`config.mk`:
```
export PLATFORM = sky130hd
export DESIGN_NAME = supervisor_reset_watchdog
export DESIGN_NICKNAME = d
export VERILOG_FILES = /design/src/logic/supervisor_pkg.sv /design/src/logic/debounce_if.sv /design/src/logic/mr_debounce.sv /design/src/logic/supervisor_reset_watchdog.sv
export VERILOG_INCLUDE_DIRS = /design/src /design/src/logic
export SDC_FILE = /design/constraint.sdc
export NUM_CORES = 1
export LEC_CHECK = 0
export BUFFER_PORTS_ARGS = -buffer_cell sky130_fd_sc_hd__buf_2
export CAP_MARGIN = 10
export CORE_MARGIN = 2
export CORE_UTILIZATION = 25
export DETAILED_ROUTE_END_ITERATION = 8
export PLACE_DENSITY = 0.35
export SLEW_MARGIN = 20
export SYNTH_ARGS = -nofsm -noshare
export SYNTH_HDL_FRONTEND = slang
export SYNTH_SLANG_ARGS = --single-unit
```
`constraint.sdc`:
```
create_clock -name mclk -period 2.5 [get_ports mclk]
set_input_delay 0.5 -clock mclk [delete_from_list [all_inputs] [get_ports mclk]]
set_output_delay 0.5 -clock mclk [all_outputs]
set_load 0.05 [all_outputs]
```
`src/logic/supervisor_defs.svh`:
```
`ifndef SUPERVISOR_DEFS_SVH
`define SUPERVISOR_DEFS_SVH

// internal clock rate
`define SUP_CLK_MHZ 250

// reset hold after every source clears, least time
`define SUP_HOLD_MS 140
`define SUP_HOLD_CYCLES (`SUP_HOLD_MS * 1000 * `SUP_CLK_MHZ)

// kick window, 1.6 s nominal, written in ms
`define SUP_KICK_WINDOW_MS 1600
`define SUP_KICK_CYCLES (`SUP_KICK_WINDOW_MS * 1000 * `SUP_CLK_MHZ)

// floating-pin driver goes high for the last 1/8 of the window
`define SUP_KICK_HIGH_DIV 8

// shortest kick pulse that must be seen, least time rounds up
`define SUP_KICK_PULSE_NS 50
`define SUP_KICK_PULSE_CYCLES \
  ((`SUP_KICK_PULSE_NS * `SUP_CLK_MHZ + 999) / 1000)

// manual reset must be stable this long before it is believed
`define SUP_DEBOUNCE_NS 200
`define SUP_DEBOUNCE_CYCLES \
  ((`SUP_DEBOUNCE_NS * `SUP_CLK_MHZ + 999) / 1000)

// reset cause bit positions
`define SUP_CAUSE_UNDERVOLT 0
`define SUP_CAUSE_MANUAL 1
`define SUP_CAUSE_KICK 2
`define SUP_CAUSE_W 3

`endif

```
`src/logic/supervisor_pkg.sv`:
```
`default_nettype none

package supervisor_pkg;

  typedef enum logic [2:0] {
    ST_ASSERT = 3'h1,
    ST_HOLD = 3'h2,
    ST_RUN = 3'h4
  } sup_state_t;

endpackage : supervisor_pkg

`default_nettype wire

```
`src/logic/debounce_if.sv`:
```
`timescale 1ns/100ps
`default_nettype none

interface debounce_if;
  logic raw_n;
  logic clean_n;
  logic press;

  modport filt (
    input raw_n,
    output clean_n,
    output press
  );

  modport user (
    output raw_n,
    input clean_n,
    input press
  );
endinterface : debounce_if

`default_nettype wire

```
`src/logic/mr_debounce.sv`:
```
`timescale 1ns/100ps
`default_nettype none
`include "supervisor_defs.svh"

module mr_debounce #(
  parameter int DEBOUNCE_CYCLES = `SUP_DEBOUNCE_CYCLES
) (
  input wire logic mclk,
  input wire logic srst,
  debounce_if.filt port
);

  localparam int DW = $clog2(DEBOUNCE_CYCLES + 1);
  localparam logic [DW-1:0] DEB_LAST = DW'(DEBOUNCE_CYCLES - 1);

  generate
    if (DEBOUNCE_CYCLES < 1) begin : g_bad_deb
      $error("debounce count must be at least one");
    end
  endgenerate

  logic clean_n_reg;
  logic clean_n_next;
  logic [DW-1:0] stable_cnt_reg;
  logic [DW-1:0] stable_cnt_next;
  logic press_reg;

  wire differs = port.raw_n ^ clean_n_reg;
  wire settled = differs & (stable_cnt_reg == DEB_LAST);

  // bounce restarts the wait, so a chattering contact gives one change
  assign stable_cnt_next = (differs & ~settled) ?
                           stable_cnt_reg + DW'(1) : '0;
  assign clean_n_next = settled ? port.raw_n : clean_n_reg;

  always_ff @(posedge mclk) begin
    if (srst) begin
      // released level, as an open pin pulled up reads
      clean_n_reg <= 1'b1;
      stable_cnt_reg <= '0;
      press_reg <= 1'b0;
    end else begin
      clean_n_reg <= clean_n_next;
      stable_cnt_reg <= stable_cnt_next;
      press_reg <= settled & ~port.raw_n;
    end
  end

  assign port.clean_n = clean_n_reg;
  assign port.press = press_reg;

endmodule : mr_debounce

`default_nettype wire

```
`src/logic/supervisor_reset_watchdog.sv`:
```
`timescale 1ns/100ps
`default_nettype none
`include "supervisor_defs.svh"

// Operation
// - active-low reset falls on undervoltage, manual reset low, or kick timeout.
// - active-high reset output is always the complement of the low one.
// - after undervoltage clears, reset holds for the hold period, then releases.
// - reset holds while manual reset is low, then the hold period after.
// - an open manual reset input reads as released, requesting nothing.
// - manual reset is debounced inside so a bouncing switch gives one reset.
// - processor toggles kick input within the window, else reset is held.
// - kick counter clears in reset, on manual reset, and on every kick edge.
// - kick pulses as short as 50 ns clear the counter.
// - kick counter sits at zero and does not count while reset is held.
// - kick counter starts counting at once when reset releases.
// - open or three-stated kick input acts as a disabled watchdog.
// - kick node driven low for 7/8 of the window, high last 1/8.
module supervisor_reset_watchdog #(
  parameter int HOLD_CYCLES = `SUP_HOLD_CYCLES,
  parameter int KICK_CYCLES = `SUP_KICK_CYCLES,
  parameter int DEBOUNCE_CYCLES = `SUP_DEBOUNCE_CYCLES
) (
  input wire logic mclk,
  input wire logic srst,
  input wire logic undervolt_in,
  input wire logic manual_reset_n,
  input wire logic watchdog_kick_in,
  output logic kick_drive_out,
  output logic kick_drive_oe,
  output logic sys_rst_n_out,
  output logic sys_rst_out,
  output logic [`SUP_CAUSE_W-1:0] reset_cause_out
);

  localparam int HW = $clog2(HOLD_CYCLES + 1);
  localparam int KW = $clog2(KICK_CYCLES + 1);
  localparam logic [HW-1:0] HOLD_LAST = HW'(HOLD_CYCLES - 1);
  localparam logic [KW-1:0] KICK_LAST = KW'(KICK_CYCLES - 1);
  localparam logic [KW-1:0] KICK_HIGH_AT =
    KW'(KICK_CYCLES - KICK_CYCLES / `SUP_KICK_HIGH_DIV);

  generate
    if (HOLD_CYCLES < 2) begin : g_bad_hold
      $error("hold count must be at least two");
    end
    if (KICK_CYCLES < `SUP_KICK_HIGH_DIV * 2) begin : g_bad_kick
      $error("kick window too short to split into eighths");
    end
    if (`SUP_KICK_PULSE_CYCLES < 1) begin : g_bad_pulse
      $error("shortest kick pulse is under one clock");
    end
  endgenerate

  // counter end test, shared by the hold and kick timers
  function automatic logic at_last(input logic [31:0] cnt,
                                   input logic [31:0] last);
    at_last = (cnt == last);
  endfunction : at_last

  debounce_if mr_bus ();

  supervisor_pkg::sup_state_t state_reg;
  supervisor_pkg::sup_state_t state_next;
  logic [HW-1:0] hold_cnt_reg;
  logic [HW-1:0] hold_cnt_next;
  logic [KW-1:0] kick_cnt_reg;
  logic [KW-1:0] kick_cnt_next;
  logic kick_prev_reg;
  logic kick_drive_reg;
  logic kick_oe_reg;
  logic rst_n_reg;
  logic rst_reg;
  logic [`SUP_CAUSE_W-1:0] cause_reg;
  logic [`SUP_CAUSE_W-1:0] cause_next;

  assign mr_bus.raw_n = manual_reset_n;

  mr_debounce #(
    .DEBOUNCE_CYCLES(DEBOUNCE_CYCLES)
  ) u_mr_debounce (
    .mclk(mclk),
    .srst(srst),
    .port(mr_bus.filt)
  );

  // undervoltage flag is already synchronous, used as it comes
  wire uv_active = undervolt_in;
  wire mr_active = ~mr_bus.clean_n;
  wire src_active = uv_active | mr_active;

  wire in_run = (state_reg == supervisor_pkg::ST_RUN);
  wire in_hold = (state_reg == supervisor_pkg::ST_HOLD);

  // one-cycle sampling catches any pulse longer than a clock period
  wire kick_edge = watchdog_kick_in ^ kick_prev_reg;

  // a kick landing on the last count still saves the processor
  wire kick_expire = in_run & ~kick_edge &
                     at_last(32'(kick_cnt_reg), 32'(KICK_LAST));
  wire hold_done = in_hold &
                   at_last(32'(hold_cnt_reg), 32'(HOLD_LAST));

  always_comb begin
    state_next = state_reg;
    unique case (state_reg)
      supervisor_pkg::ST_ASSERT: begin
        if (!src_active) begin
          state_next = supervisor_pkg::ST_HOLD;
        end
      end
      supervisor_pkg::ST_HOLD: begin
        if (src_active) begin
          state_next = supervisor_pkg::ST_ASSERT;
        end else if (hold_done) begin
          state_next = supervisor_pkg::ST_RUN;
        end
      end
      supervisor_pkg::ST_RUN: begin
        if (src_active) begin
          state_next = supervisor_pkg::ST_ASSERT;
        end else if (kick_expire) begin
          state_next = supervisor_pkg::ST_HOLD;
        end
      end
      default: begin
        state_next = supervisor_pkg::ST_ASSERT;
      end
    endcase
  end

  wire stay_hold = in_hold & (state_next == supervisor_pkg::ST_HOLD);
  wire stay_run = in_run & (state_next == supervisor_pkg::ST_RUN);
  wire rst_next = (state_next != supervisor_pkg::ST_RUN);

  // any new source restarts the full hold period
  assign hold_cnt_next = stay_hold ? hold_cnt_reg + HW'(1) : '0;

  // zero through reset, counting from the first run cycle
  assign kick_cnt_next = (stay_run & ~kick_edge & ~mr_active) ?
                         kick_cnt_reg + KW'(1) : '0;

  // left floating, the pin follows this weak drive and kicks itself
  wire kick_drive_next = (kick_cnt_next >= KICK_HIGH_AT);

  wire [`SUP_CAUSE_W-1:0] cause_new = {kick_expire, mr_active, uv_active};
  // cause of the latest reset episode stays readable while running
  assign cause_next = (in_run & rst_next) ? cause_new :
                      (in_run ? cause_reg : cause_reg | cause_new);

  always_ff @(posedge mclk) begin
    if (srst) begin
      state_reg <= supervisor_pkg::ST_ASSERT;
    end else begin
      state_reg <= state_next;
    end
  end

  always_ff @(posedge mclk) begin
    if (srst) begin
      hold_cnt_reg <= '0;
    end else begin
      hold_cnt_reg <= hold_cnt_next;
    end
  end

  always_ff @(posedge mclk) begin
    if (srst) begin
      kick_cnt_reg <= '0;
    end else begin
      kick_cnt_reg <= kick_cnt_next;
    end
  end

  always_ff @(posedge mclk) begin
    if (srst) begin
      kick_prev_reg <= 1'b0;
    end else begin
      kick_prev_reg <= watchdog_kick_in;
    end
  end

  always_ff @(posedge mclk) begin
    if (srst) begin
      kick_drive_reg <= 1'b0;
    end else begin
      kick_drive_reg <= kick_drive_next;
    end
  end

  always_ff @(posedge mclk) begin
    if (srst) begin
      kick_oe_reg <= 1'b0;
    end else begin
      kick_oe_reg <= 1'b1;
    end
  end

  always_ff @(posedge mclk) begin
    if (srst) begin
      rst_n_reg <= 1'b0;
    end else begin
      rst_n_reg <= ~rst_next;
    end
  end

  always_ff @(posedge mclk) begin
    if (srst) begin
      rst_reg <= 1'b1;
    end else begin
      rst_reg <= rst_next;
    end
  end

  always_ff @(posedge mclk) begin
    if (srst) begin
      cause_reg <= '0;
    end else begin
      cause_reg <= cause_next;
    end
  end

  assign sys_rst_n_out = rst_n_reg;
  assign sys_rst_out = rst_reg;
  assign kick_drive_out = kick_drive_reg;
  assign kick_drive_oe = kick_oe_reg;
  assign reset_cause_out = cause_reg;

endmodule : supervisor_reset_watchdog

`default_nettype wire

```
==> summary.txt, run 1 <==
Outcome
  • Run status: complete, no violations

Placed design
  • Placer Congestion: approximately 0.75
  • Hpwl dp: 6210 um
  • Placed cells: roughly 640
  • IO buf count: 11

Clock network
  • Post-CTS resize count: 0
  • Setup Fix Bufs, Post-CTS: 0
  • H-Tree Depth: 3
  • Worst-path clk slew: 60 ps
  • Clock buffer depth: 2
  • TritonCTS Sinks: 73
  • Hold_buf cts: 0
  • CTS buffer count: 9
  • Clk_lat worst skew: between 300 and 400 ps
  • Root Buffer: clkbuf_16
  • CTS tree: yes

GRT
  • First-pass GRT wire length: roughly 14000 um
  • Tot GR Track Use: roughly an eighth
  • Pin count of the biggest net entering global routing: 27
  • Initial antenna violation count: 0
  • GRT Residual Overflow: 0
  • Vias in the first global route: roughly 2.8k

Yosys
  • Unique masters post-synth: 48
  • Post-Syn Area: around 3600 um^2
  • Post-synth EDFFs: 0
  • Top_reg_cell synth: dfxtp_1
  • Syn. warnings: 0
  • Async SR Flop Fraction: 0%
  • Most frequent cell after synthesis: nor2_1
  • Post-Syn Area per Cell: roughly 8.4 um^2
  • Top-area cell type share of the netlist area: 40.8%
  • Part of the Yosys area used for sequential elements: roughly two fifths
  • Flops & latches, synth: 73
  • Area leader, netlist: dfxtp_1
  • Synth top cells by count: nor2_1 (87), dfxtp_1 (73), nand2_1 (34)
  • Post-synthesis cell count: approximately 430
  • Syn nets: around 440
  • Dominant cells by area after synthesis: dfxtp_1 (41%), nor2_1 (9.1%), xnor2_1 (7.8%), xor2_1 (6.9%), nand2_1 (3.6%)

Worst setup path
  • Number of buffers and inverters on the critical path: 1
  • Critical R2R Capture: hold_cnt_reg[22]
  • Worst Path Required: 2730 ps
  • CP max stage delay: 580 ps
  • Critical Path Sink: hold_cnt_reg[22]
  • Path length in cells of the critical path: 10
  • Reg2reg start: hold_cnt_reg[0]
  • Start point of the critical path: hold_cnt_reg[0]
  • CP Capture Type: flop
  • Crit path max-delay cell type: or4_4
  • CP arrival: between 2000 and 3000 ps
  • Register-to-Register Path Depth: 10
  • Kind of critical path: reg -> reg
  • Crit start category: flop
  • R2R Setup Slk: just under 200 ps
  • Cell Chain, Critical Path: ha_1, and3_1, nand3_1, or4_4, nand2b_1, a21oi_1, o21ba_2, nand4_2, buf_12, nor2_1
  • Crit-path max FO: 26
  • CP delay by family, top: simple AND/OR/NAND/NOR gates

STA
  • Final setup violation count: 0
  • Slew @ Worst Pin: approximately 500 ps
  • Slew Viols, Final: 0
  • Clk_skew: ~6.7 ps
  • RSZ-0062 raised after global routing: false
  • Fmax: 0.434 GHz
  • Final min period: 2310 ps
  • Hold Violations, Final: 0
  • Hold slack: 402 ps
  • Fin crit share: around 92%
  • Rel. slew slack: about two thirds
  • Setup TNS: 0 ps

Die
  • Starting Density: approximately 26%
  • Die Area: ~15000 um^2
  • Die width: between 100 and 150 um
  • Num rows: 43
  • Num ports: 12
  • Die Height: about 120 um
  • CORE AREA: 13900 um^2

Detailed routing
  • DR iter-0 viols: around 120
  • Vias: 2961
  • Detailed-route wire length: 8600 um
  • DRC viols: 0
  • Antenna Nets Post-Route: 0
  • Drt first pass iters: 4
  • Avg WL per Cell: between 10 and 15 um
  • Avg Vias per Cell: around 4.5

Power
  • Power Total: approximately 2.4 mW
  • Leak Pwr: approximately 1.5 nW
  • PwrDens: about 560 nW/um^2
  • Peak supply drop: roughly 0.29 mV

Worst hold path
  • Min-delay worst type: in -> reg

Job
  • Max-Cap Viols: 0

Final layout
  • Layout Cells excl Fill: approximately 650
  • Layout cells sized above 1: between 10% and 20%
  • Final net count: ~480
  • N_diodes: 0
  • Area Overhead vs Synth: 22.3%
  • Largest register FFs: 29
## worst min path at each step
stage,from,to,slack (ps),depth (start not counted)
after floorplan,hold_cnt_reg[0],hold_cnt_reg[0],430,1
after global placement,hold_cnt_reg[0],hold_cnt_reg[0],450,1
after detailed placement,reset_cause_out[1],reset_cause_out[1],450,2
after CTS,undervolt_in,reset_cause_out[0],380,3
after global routing,undervolt_in,reset_cause_out[0],410,3
final,undervolt_in,reset_cause_out[0],400,3
## final cells by class
cell class | count | area [um^2]
clock inverters | 6 | 42.5
fillers | 1465 | 9560
well taps | 180 | 225
clock buffers | 10 | 239
repair buffers | 45 | 348
flip-flops and latches | 73 | 1460
multi-input cells | 327 | 2020
inverters | 11 | 41.3
## placed cells by master (no fill, tap or decap), drive strengths merged, types with 2 or more instances in the layout
| cell | n |
|---|---|
| nor2 | 87 |
| dfxtp | 73 |
| buf | 45 |
| nand2 | 35 |
| xnor2 | 32 |
| xor2 | 28 |
| nand3 | 22 |
| nand4 | 21 |
| and3 | 13 |
| inv | 12 |
| a21oi | 11 |
| clkbuf | 10 |
| nor3 | 9 |
| nor4 | 6 |
| and2 | 5 |
| nor4b | 5 |
| nor3b | 4 |
| nor2b | 4 |
| and4 | 4 |
| nand2b | 4 |
| ha | 4 |
| o211ai | 3 |
| a31oi | 3 |
| o21ai | 3 |
| clkinv | 3 |
| nand4b | 2 |
| or3 | 2 |
| mux2i | 2 |
| nand3b | 2 |
| o21bai | 2 |
| clkinvlp | 2 |
| or4 | 2 |
## power breakdown
group / total, mW / switching [mW] / internal (mW) / leakage, nW
combinational: 0.0356 / 0.0228 / 0.0129 / 0.788
clock: 1.23 / 0.529 / 0.700 / 0.135
sequential: 1.17 / 0.00496 / 1.17 / 0.589
total: 2.44 / 0.557 / 1.88 / 1.51
## logic make-up (layout without fill, tap and decap cells)
logic type | Yosys count | in the layout | synth area share [%]
AO/OA/AOI/OAI | 31 | 31 | 5.77
AND/OR/NAND/NOR | 230 | 230 | 33.5
multiplexers | 2 | 2 | 0.559
adder cells (fa/ha/maj) | 4 | 4 | 1.40
buffers and inverters | 27 | 72 | 3.22
flip-flops | 73 | 73 | 40.8
XOR/XNOR | 60 | 60 | 14.7
## tightest hold or removal path, cell delays in order
cell and delay (ps):
buf_2 100, a21oi_1 40, nor2_1 70
## metal layers
layer  global-route usage [%]  up-vias  wire length, um
met4                     4.47        0              123
met1                     17.5     1378             4570
li1                         -     1547                -
met5                        0        -                0
met3                     3.16        7              239
met2                     17.9       29             3660
## through the flow
stage                     instance area [um^2]  utilization [%]  worst slack (ps)
final                                     4380             31.4               193
after detailed placement                  4080             29.3               101
after global placement                    4080             29.3               107
after CTS                                 4360             31.3              92.1
after global routing                      4380             31.4              1.08
after floorplan                           3580                -               227
Note: power is estimated with default switching activity, not from simulation.
==> run 2, diff against run 1 <==
- PLACE_DENSITY: 0.35 -> 0.45
==> summary.txt, run 2 (synthesis results as in run 1) <==
Worst setup path
  • Crit-path max FO: 13 (-50%)
  • Reg2reg start: hold_cnt_reg[0]
  • Kind of critical path: reg -> reg
  • Critical R2R Capture: hold_cnt_reg[16]
  • Worst Path Required: 2720 ps (about the same)
  • CP delay by family, top: simple AND/OR/NAND/NOR gates
  • CP arrival: 2550 ps (+20 ps)
  • CP Capture Type: flop
  • CP max stage delay: 590 ps (about the same)
  • Crit start category: flop
  • Number of buffers and inverters on the critical path: 1 (unchanged)
  • R2R Setup Slk: 170 ps (-20 ps)
  • Cell Chain, Critical Path: ha_1, and3_1, nand3_1, or4_1, nand2b_1, a21oi_1, o21ba_2, nand4_2, buf_4, nor2_1
  • Register-to-Register Path Depth: 10 (unchanged)
  • Crit path max-delay cell type: or4_1

Die
  • Num rows: 43 (unchanged)
  • Die width: 124 um (unchanged)
  • Starting Density: 25.7% (unchanged)
  • Die Area: 15300 um^2 (unchanged)
  • CORE AREA: 13900 um^2 (unchanged)
  • Num ports: 12 (unchanged)
  • Die Height: 124 um (unchanged)

Worst hold path
  • Hold Path End: reset_cause_out[0]
  • Worst hold path stage count: 3 (unchanged)
  • Hold Path Origin: undervolt_in
  • Min-delay worst type: in -> reg

Detailed routing
  • DR iter-0 viols: 199 (+62%)
  • Avg WL per Cell: 12.2 um (-7.4%)
  • Vias: 2949 (-0.41%)
  • Detailed-route wire length: 7850 um (-8.7%)
  • Drt first pass iters: 4 (unchanged)
  • DRC viols: 0 (unchanged)
  • Avg Vias per Cell: 4.59 (+0.99%)
  • Antenna Nets Post-Route: 0 (unchanged)

Final layout
  • N_diodes: 0 (unchanged)
  • Largest register FFs: 29 (unchanged)
  • Fill cells: 1447 (-1.2%)
  • Most common cell after layout, fill and taps aside: nor2_1
  • Layout cells sized above 1: 13.8% (-1.6 points)
  • Utilization after layout: 31.1% (-0.31 points)
  • Final net count: 467 (-1.9%)
  • FF+latch area: 1460 um^2 (unchanged)
  • Area Overhead vs Synth: 21.1%
  • Most frequent cells in the layout: nor2_1 (87), dfxtp_1 (73), nand2_1 (34), xnor2_1 (32), xor2_1 (28)
  • Multi-input gate area: 2010 um^2 (-0.25%)

STA
  • RSZ-0062 raised after global routing: false
  • Final setup violation count: 0 (unchanged)
  • Final min period: 2330 ps (+19.0 ps)
  • Slew Viols, Final: 0 (unchanged)
  • Rel. slew slack: 76.3% (+9.9 points)
  • Fmax: 0.430 GHz (-0.82%)
  • Crit path setup slack, layout: 174 ps (-19.0 ps)
  • Setup TNS: 0 ps (unchanged)
  • Slew @ Worst Pin: 350 ps (-152 ps)
  • Clk_skew: 8.00 ps (+1.31 ps)
  • Fin crit share: 93.0% (+0.76 points)
  • Hold Violations, Final: 0 (unchanged)

Clock network
  • TritonCTS Sinks: 73 (unchanged)
  • CTS tree: yes
  • Worst-path clk slew: 60 ps (about the same)
  • Clock buffer depth: 2 (unchanged)
  • H-Tree Depth: 3 (unchanged)
  • Root Buffer: clkbuf_16
  • CTS buffer count: 9 (unchanged)
  • Clk_lat worst skew: 330 ps (about the same)

Power
  • PwrDens: 612 nW/um^2 (+9.8%)
  • Power Total: 2.65 mW (+8.7%)
  • Leak Pwr: 1.48 nW (-2.0%)
  • Peak supply drop: 0.343 mV (+18%)

Placed design
  • IO buf count: 11 (unchanged)
  • Hpwl dp: 5760 um (-7.3%)
  • Pre-CTS WS: 67.2 ps (-34.2 ps)
  • Placer Congestion: 0.823 (+10%)

GRT
  • GRT Residual Overflow: 0 (unchanged)
  • Pin count of the biggest net entering global routing: 17 (-37%)
  • First-pass GRT wire length: 13800 um (-4.4%)
  • Vias in the first global route: 2912 (+2.3%)
  • Tot GR Track Use: 11.4% (-0.94 points)
  • Initial antenna violation count: 0 (unchanged)

Outcome
  • Run status: complete, no violations

Job
  • Max-Cap Viols: 0 (unchanged)
run 2: final cells by class:
class / count / area share (%)
clock buffer: 10 / 5.52
sequential: 73 / 33.7
inverter: 11 / 0.953
multi-input combinational: 327 / 46.5
tap: 180 / 5.20
clock inverter: 6 / 2.25
timing repair buffer: 36 / 5.89
run 2: how the worst max path moves through the flow:
stage                          from  cells after the start  slack, ps                to
CTS                 kick_cnt_reg[2]                      8         50    kick_drive_out
global route        hold_cnt_reg[0]                     10         30  hold_cnt_reg[13]
floorplan           kick_cnt_reg[0]                     10        230    kick_drive_out
global placement    kick_cnt_reg[2]                      8         70    kick_drive_out
detailed placement  kick_cnt_reg[2]                      8         70    kick_drive_out
finish              hold_cnt_reg[0]                     10        170  hold_cnt_reg[16]
run 2: power breakdown:
group          internal, mW  leakage, nW  switching, mW
clock network         0.915        0.165          0.527
logic                0.0140        0.727         0.0223
registers              1.17        0.589        0.00504
run 2: worst min-delay path, stage by stage:
cell and delay (ps):
buf_2 90, a21oi_1 40, nor2_1 70
run 2: timing repair:
item | CTS | global route
resized for setup | 0 | 3
hold buffers | 0 | 0
buffers inserted | 0 | 1
endpoints found under the setup margin | 0 | 9
run 2: stage by stage:
step	instance area, um^2	cells	hold slack, ps
floorplan	3580	427	430
global placement	3980	626	439
detailed placement	3980	626	452
CTS	4310	642	389
global route	4330	643	413
finish	4330	643	398
run 2: metal layers:
metal,wire [um],track usage [%],up-vias,share of wire [%]
met1,4030,14.8,1384,51
met2,3490,18.1,28,44
met3,223,3.02,10,2.8
li1,-,-,1527,-
met5,0,0,-,0
met4,113,4.05,0,1.4
